## src/common/sleep_id_pkg.sv

```systemverilog
// Purpose: Shared constants for the sleep routing and die identity registers
// Assumes: APB with 32-bit data, registers as 16-bit words in the low bits
// Notes:   Printed offsets are word indices; byte address is index times four
package sleep_id_pkg;
    // Register indices as printed
    localparam logic [7:0]  SLEEP_MASK_IDX   = 8'h15;
    localparam logic [7:0]  DIE_WORD0_IDX    = 8'h16;
    localparam logic [7:0]  DIE_WORD1_IDX    = 8'h17;
    localparam logic [7:0]  DIE_WORD2_IDX    = 8'h18;
    localparam logic [7:0]  DIE_WORD3_IDX    = 8'h19;
    localparam logic [7:0]  CHIP_ID_IDX      = 8'h7F;
    localparam int          ADDR_WIDTH       = 10;
    // Reset and field values
    localparam logic [15:0] SLEEP_MASK_RESET = 16'hFFFF;
    localparam int          SLEEP_FIRST_BIT  = 7;
    localparam int          SLEEP_TARGETS    = 9;
    localparam int          VOH_BIT          = 6;
    localparam int          VOL_BIT          = 5;
    localparam int          MAKER_LSB        = 3;
    localparam int          REVISION_LSB     = 0;
    // Arbitrary neutral identity codes
    localparam logic [1:0]  MAKER_CODE       = 2'h2;
    localparam logic [2:0]  REVISION_CODE    = 3'h5;
    // Arbitrary die identifier; no register logic refers to it
    localparam logic [63:0] DIE_ID_DEFAULT   = 64'h0123_4567_89AB_CDEF;
    localparam int          SYNC_STAGES      = 2;
endpackage : sleep_id_pkg

```

## src/rtl/sleep_id_regs.sv

```systemverilog
// Purpose: Sleep routing mask, die identifier and chip identity registers
// Assumes: APB slave, two-cycle access phase (one wait state), 16-bit data in low bits
// Notes:   Unmapped addresses read zero and answer with pslverr
//
// The APB interface to the registers is this design's own decision.
`timescale 1ns/1ps
`default_nettype none
// How it works
// - Sleep pin reaches a block only when its mask bit is one.
// - Mask bits 15..12 gate channel A, channel B, fuse block, temperature sensor.
// - Bits 11..7 gate sample clock, data, sync, alignment, data clock receivers.
// - Mask bits 6..0 are reserved and route sleep nowhere.
// - Mask at 0x15 resets to all ones.
// - Die identifier bits 15..0 read only at 0x16.
// - Die identifier bits 31..16 at 0x17, 47..32 at 0x18.
// - Die identifier bits 63..48 read only at 0x19.
// - Identity register 0x7F bit 6 always reads one.
// - Identity register bit 5 always reads zero.
module sleep_id_regs (
    input  wire logic        clock,               // 100 MHz clock
    input  wire logic        rst,                 // Async reset, active high
    input  wire logic        psel,                // APB select
    input  wire logic        penable,             // APB enable
    input  wire logic        pwrite,              // APB write
    input  wire logic [9:0]  paddr,               // APB byte address
    input  wire logic [31:0] pwdata,              // APB write data
    input  wire logic [3:0]  pstrb,               // APB byte strobes
    output var  logic [31:0] prdata,              // APB read data
    output var  logic        pready,              // APB ready
    output var  logic        pslverr,             // APB error
    input  wire logic [63:0] die_identifier_bits, // Fused die identifier
    input  wire logic        sleep_pin,           // External sleep pin
    output var  logic        sleep_channel_a,     // Sleep to channel A
    output var  logic        sleep_channel_b,     // Sleep to channel B
    output var  logic        sleep_fuse,          // Sleep to fuse block
    output var  logic        sleep_temp_sensor,   // Sleep to temp sensor
    output var  logic        sleep_clock_rx,      // Sleep to sample clock rx
    output var  logic        sleep_data_rx,       // Sleep to data receivers
    output var  logic        sleep_sync_rx,       // Sleep to sync receiver
    output var  logic        sleep_alignment_receiver,   // Sleep to align rx
    output var  logic        sleep_data_clock_receiver   // Sleep to dclk rx
);
    logic [15:0] sleep_mask_reg;
    logic        sleep_sync;
    logic        access;
    logic        addr_ok;
    logic [7:0]  index;
    logic [15:0] read_next;
    logic        known;
    logic [15:0] chip_id;
    logic [8:0]  gate_next;
    logic [8:0]  gate_reg;

    // Pin is asynchronous, so it crosses two flops first
    level_sync pin_sync (
        .clock    (clock),
        .rst      (rst),
        .async_in (sleep_pin),
        .sync_out (sleep_sync)
    );

    // Decode word index; low address bits must be zero
    assign access  = psel && penable && !pready;
    assign addr_ok = (paddr[1:0] == 2'h0);
    assign index   = paddr[9:2];

    // Fixed identity word
    assign chip_id = {9'h000, 1'b1, 1'b0, sleep_id_pkg::MAKER_CODE,
                      sleep_id_pkg::REVISION_CODE};

    // Read mux and address check
    always_comb begin
        read_next = 16'h0000;
        known     = addr_ok;
        case (index)
            sleep_id_pkg::SLEEP_MASK_IDX: read_next = sleep_mask_reg;
            sleep_id_pkg::DIE_WORD0_IDX:
                read_next = die_identifier_bits[15:0];
            sleep_id_pkg::DIE_WORD1_IDX:
                read_next = die_identifier_bits[31:16];
            sleep_id_pkg::DIE_WORD2_IDX:
                read_next = die_identifier_bits[47:32];
            sleep_id_pkg::DIE_WORD3_IDX:
                read_next = die_identifier_bits[63:48];
            sleep_id_pkg::CHIP_ID_IDX:   read_next = chip_id;
            default:                     known     = 1'b0;
        endcase
        if (!addr_ok) begin
            read_next = 16'h0000;
        end
    end

    // APB handshake: ready one cycle after the access phase starts
    always_ff @(posedge clock or posedge rst) begin
        if (rst) begin
            pready  <= 1'b0;
            pslverr <= 1'b0;
            prdata  <= 32'h0000_0000;
        end else begin
            pready  <= access;
            pslverr <= access && !known;
            if (access && !pwrite) begin
                prdata <= {16'h0000, read_next};
            end else if (access) begin
                prdata <= 32'h0000_0000;
            end
        end
    end

    // Only the mask is writable; identifier writes fall through
    always_ff @(posedge clock or posedge rst) begin
        if (rst) begin
            sleep_mask_reg <= sleep_id_pkg::SLEEP_MASK_RESET;
        end else if (access && pwrite && addr_ok &&
                     index == sleep_id_pkg::SLEEP_MASK_IDX) begin
            if (pstrb[0]) begin
                sleep_mask_reg[7:0] <= pwdata[7:0];
            end
            if (pstrb[1]) begin
                sleep_mask_reg[15:8] <= pwdata[15:8];
            end
        end
    end

    // Only bits 15..7 gate a block; low bits are stored but unused
    assign gate_next = sleep_sync ?
        sleep_mask_reg[15:sleep_id_pkg::SLEEP_FIRST_BIT] : 9'h000;

    always_ff @(posedge clock or posedge rst) begin
        if (rst) begin
            gate_reg <= 9'h000;
        end else begin
            gate_reg <= gate_next;
        end
    end

    // Bit order from the top of the mask downward
    assign sleep_channel_a           = gate_reg[8];
    assign sleep_channel_b           = gate_reg[7];
    assign sleep_fuse                = gate_reg[6];
    assign sleep_temp_sensor         = gate_reg[5];
    assign sleep_clock_rx            = gate_reg[4];
    assign sleep_data_rx             = gate_reg[3];
    assign sleep_sync_rx             = gate_reg[2];
    assign sleep_alignment_receiver  = gate_reg[1];
    assign sleep_data_clock_receiver = gate_reg[0];
endmodule : sleep_id_regs
`default_nettype wire

```

## src/rtl/level_sync.sv

```systemverilog
// Purpose: Two-stage synchroniser for one asynchronous level
// Assumes: Input changes slowly compared with the clock
// Notes:   The first stage feeds only the second stage
`timescale 1ns/1ps
`default_nettype none
module level_sync (
    input  wire logic clock,     // System clock
    input  wire logic rst,       // Asynchronous reset, active high
    input  wire logic async_in,  // Level from outside the domain
    output var  logic sync_out   // Synchronised level
);
    logic meta_reg;

    // Only sync_out is read by other logic
    always_ff @(posedge clock or posedge rst) begin
        if (rst) begin
            meta_reg <= 1'b0;
            sync_out <= 1'b0;
        end else begin
            meta_reg <= async_in;
            sync_out <= meta_reg;
        end
    end
endmodule : level_sync
`default_nettype wire

```

## config.mk

```make
export PLATFORM = sky130hd
export DESIGN_NAME = sleep_id_regs
export DESIGN_NICKNAME = d
export VERILOG_FILES = /design/src/common/sleep_id_pkg.sv /design/src/rtl/sleep_id_regs.sv /design/src/rtl/level_sync.sv
export SDC_FILE = /design/constraint.sdc
export NUM_CORES = 1
export LEC_CHECK = 0
export ABC_AREA = 1
export BUFFER_PORTS_ARGS = -buffer_cell sky130_fd_sc_hd__buf_4
export CELL_PAD_IN_SITES_DETAIL_PLACEMENT = 1
export CELL_PAD_IN_SITES_GLOBAL_PLACEMENT = 1
export CORE_ASPECT_RATIO = 0.5
export CORE_UTILIZATION = 27
export CTS_BUF_LIST = sky130_fd_sc_hd__clkbuf_4 sky130_fd_sc_hd__clkbuf_8 sky130_fd_sc_hd__clkbuf_16
export CTS_CLUSTER_SIZE = 24
export DETAILED_ROUTE_END_ITERATION = 7
export PLACE_DENSITY_LB_ADDON = 0.1
export REMOVE_ABC_BUFFERS = 1
export SLEW_MARGIN = 15
export SYNTH_ARGS = -nofsm -noshare
export SYNTH_HDL_FRONTEND = slang
export SYNTH_HIERARCHICAL = 1
export SYNTH_SLANG_ARGS = --single-unit
export TNS_END_PERCENT = 30
```

## constraint.sdc

```tcl
create_clock -name clock -period 1.4 [get_ports clock]
set_clock_uncertainty 0.05 [all_clocks]
set_input_delay 0.28 -clock clock [delete_from_list [all_inputs] [get_ports clock]]
set_output_delay 0.28 -clock clock [all_outputs]
set_load 0.05 [all_outputs]
```

==> PnR_summary.wiki <==
{| class="wikitable"
! Metric !! Value
|-
| Clock tree root driver cell || sky130_fd_sc_hd__clkbuf_16
|-
| Wire length of the first global-routing pass || between 15000 and 20000 um
|-
| Crit path max-delay cell type || sky130_fd_sc_hd__dfrtp_1
|-
| Boundary Pins || about 160
|-
| Post-synthesis instance area || between 2000 and 3000 um^2
|-
| Via count of the first global-routing pass || between 3000 and 4000
|-
| CP required || between 1.5 and 2 ns
|-
| Total core area || around 10000 um^2
|-
| Synth-to-Final Area Change || 50.7%
|-
| Syn. warnings || 6
|-
| RSZ-0062 raised after global routing || true
|-
| Final Hold Violating Endpoints || 0
|-
| Per-instance average area after synthesis || ~7 um^2
|-
| Placed Area || roughly 4000 um^2
|-
| Non-filler cells in the finished layout || 689
|-
| Leading cell types in the layout, fill and taps excluded || sky130_fd_sc_hd__buf_4 (150), sky130_fd_sc_hd__nand2_1 (144), sky130_fd_sc_hd__nand3_1 (99), sky130_fd_sc_hd__inv_1 (44), sky130_fd_sc_hd__dfrtp_1 (29)
|-
| HPWL after DPL || between 7000 and 8000 um
|-
| Vias/cell || 4.42
|-
| Power Density || between 700 and 800 nW/um^2
|-
| Num rows || 25
|-
| Highest clock rate || roughly 750 MHz
|-
| Share of the synthesized area in the top cell type || 0.259
|-
| Ordered cell list for the critical path || nor2_2, nand3_2, nor2_4, buf_6, nand3_1, nand2_1
|-
| Syn Inst Count || ~410
|-
| Global route overflow || 0
|-
| Count of nets after finishing || 669
|-
| Kind of start point of the critical path || register
|-
| CTS clock-pin slew for the worst setup and hold paths || around 0.070 ns
|-
| Port Buffer Count || 124
|-
| Share of layout cells above drive strength 1 || 0.350
|-
| CP bufs+invs || 1
|-
| Drt wl/cell || roughly 14 um
|-
| Critical path class || reg -> reg
|-
| Post-synthesis register bit count || between 40 and 50
|-
| Area enclosed by the die boundary || about 11000 um^2
|-
| Max Transition Viols Final || 0
|-
| Number of distinct standard cells referenced by the synthesized netlist || 17
|-
| Largest cells by area after synthesis || sky130_fd_sc_hd__dfrtp_1 (26%), sky130_fd_sc_hd__nand2_1 (20%), sky130_fd_sc_hd__nand3_1 (18%), sky130_fd_sc_hd__dfstp_2 (15%), sky130_fd_sc_hd__inv_1 (6.0%)
|-
| TritonCTS clock tree || done
|-
| Final design instance area without fill || around 4200 um^2
|-
| Most common cell after layout, fill and taps aside || sky130_fd_sc_hd__buf_4
|-
| Crit path max-delay family || simple AND/OR/NAND/NOR gates
|-
| CTS Sinks || 45
|-
| Number of H-tree branching levels || 2
|-
| Final setup violating endpoints || 0
|-
| Core utilization of the finished layout || 0.432
|-
| Leakage Power || about 0.0024 uW
|-
| Final Wtd Congestion || around 0.76
|-
| Maxcap violations || 0
|-
| Number of diodes added for antenna fixing || 0
|-
| Effective utilization at floorplan || 0.287
|-
| Highest ir drop seen on vdd || 0.000412 V
|-
| Antenna violations before repair || 0
|-
| Crit path capture type || register
|-
| Detailed-router iteration count before antenna repair || 4
|-
| GRT Overall Usage || 0.185
|-
| Clock insertion delay at the later pin of the skew report || roughly 0.3 ns
|-
| Power after layout || around 3200 uW
|-
| Crit path setup slack, layout || roughly 0.059 ns
|-
| Part of the Yosys area used for sequential elements || 0.409
|-
| Worst stage delay on the critical path || just under 0.4 ns
|-
| Final WL || between 9000 and 10000 um
|-
| Starting DRC count in detailed routing || between 70 and 80
|-
| Post-detailed-route DRC marker count || 0
|-
| Total placed cells including tap cells || around 680
|-
| Crit path time final || approximately 1.3 ns
|-
| Post-synthesis cell type with the largest combined area || sky130_fd_sc_hd__dfrtp_1
|-
| Status || complete, no violations
|-
| Number of buffers created by CTS || 5
|-
| Worst-case clock buffer depth || 2
|-
| Maximum number of pins on one net before global-route repair || 44
|-
| Via count || about 3000
|-
| CP Max Fanout || 9
|-
| Die Span Y || ~74 um
|-
| Setup WS pre-CTS || -0.262 ns
|-
| Path category of the worst min-delay check || in -> reg
|-
| Antenna-violating nets left || 0
|-
| Die span in x || between 100 and 150 um
|-
| Final period util || 0.958
|-
| Data arrival time at the worst-slack endpoint || 1.53 ns
|}
==> power by group <==
part	internal [uW]	leakage (uW)	switching, uW
clock	798	0.0000831	537
combinational	235	0.00177	281
sequential	1310	0.000564	6.67
total	2340	0.00241	825
==> layout make-up <==
cell class              count  area, um^2
clock inverters             1        8.76
inverters                  46         173
multi-input cells         299        1340
flip-flops and latches     45        1150
repair buffers            156        1230
well taps                 135         169
fillers                  1279        5540
clock buffers               7         158
==> routing by layer <==
layer	track usage	vias up	share of wire
met5	0	-	0
met1	0.257	1419	0.51
met4	0.0382	0	0.0060
li1	-	1545	-
met3	0.0454	8	0.051
met2	0.296	76	0.43
==> logic make-up (layout without fill, tap and decap cells) <==
kind of cell           Yosys count  count (layout)  share of synthesized area
other                            1              16                    0.00134
buffers and inverters           82             210                      0.142
flip-flops                      45              45                      0.409
AND/OR/NAND/NOR                283             283                      0.448
==> worst paths after layout <==
path | to | from | slack (ns) | depth (start not counted)
setup / recovery | sleep_mask_reg[12] | pready | 0.06 | 6
hold / removal | pin_sync/meta_reg | sleep_pin | 0.04 | 1
setup reg to reg | sleep_mask_reg[12] | pready | 0.06 | 6
hold reg to reg | pin_sync/sync_out | pin_sync/meta_reg | 0.31 | 0
max in group asynchronous | sleep_mask_reg[2] | rst | 0.50 | 4
min in group asynchronous | pin_sync/meta_reg | rst | 0.35 | 3
==> per-stage QoR <==
step	hold WS (ns)	TNS (ns)
6_report	0.0401	0
4_1_cts	0.0330	0
3_3_place_gp	0.105	-4.95
2_1_floorplan	-0.0288	-47.79
3_5_place_dp	0.112	-6.18
5_1_grt	0.0281	-0.0498
==> worst reg2reg max path, cell delays in order (launching register included) <==
cell                      delay [ns]
sky130_fd_sc_hd__dfrtp_1        0.39
sky130_fd_sc_hd__nor2_2         0.15
sky130_fd_sc_hd__nand3_2        0.11
sky130_fd_sc_hd__nor2_4         0.24
sky130_fd_sc_hd__buf_6          0.18
sky130_fd_sc_hd__nand3_1        0.10
sky130_fd_sc_hd__nand2_1        0.08
==> Yosys cell counts <==
cell type and n:
sky130_fd_sc_hd__clkbuf_1 4, sky130_fd_sc_hd__nor2_2 5, sky130_fd_sc_hd__nor2_4 2, sky130_fd_sc_hd__dfstp_2 16
sky130_fd_sc_hd__nand2_1 146, sky130_fd_sc_hd__conb_1 1, sky130_fd_sc_hd__inv_1 45, sky130_fd_sc_hd__dfrtp_1 29
sky130_fd_sc_hd__nor2_1 17, sky130_fd_sc_hd__clkinv_1 1, sky130_fd_sc_hd__buf_4 17, sky130_fd_sc_hd__nand4_1 5
sky130_fd_sc_hd__nand3_1 101, sky130_fd_sc_hd__buf_6 1, sky130_fd_sc_hd__buf_2 14, sky130_fd_sc_hd__nand2_2 1
sky130_fd_sc_hd__nand3b_1 6
==> timing repair <==
item | CTS | global route
pin swaps | 2 | 1
hold buffers | 1 | 0
endpoints found under the hold margin | 29 | 0
resized for setup | 0 | 7
endpoints found under the setup margin | 30 | 25
buffers inserted | 2 | 0
gates cloned | 0 | 0
No activity file was read; power rests on OpenSTA's default activity.
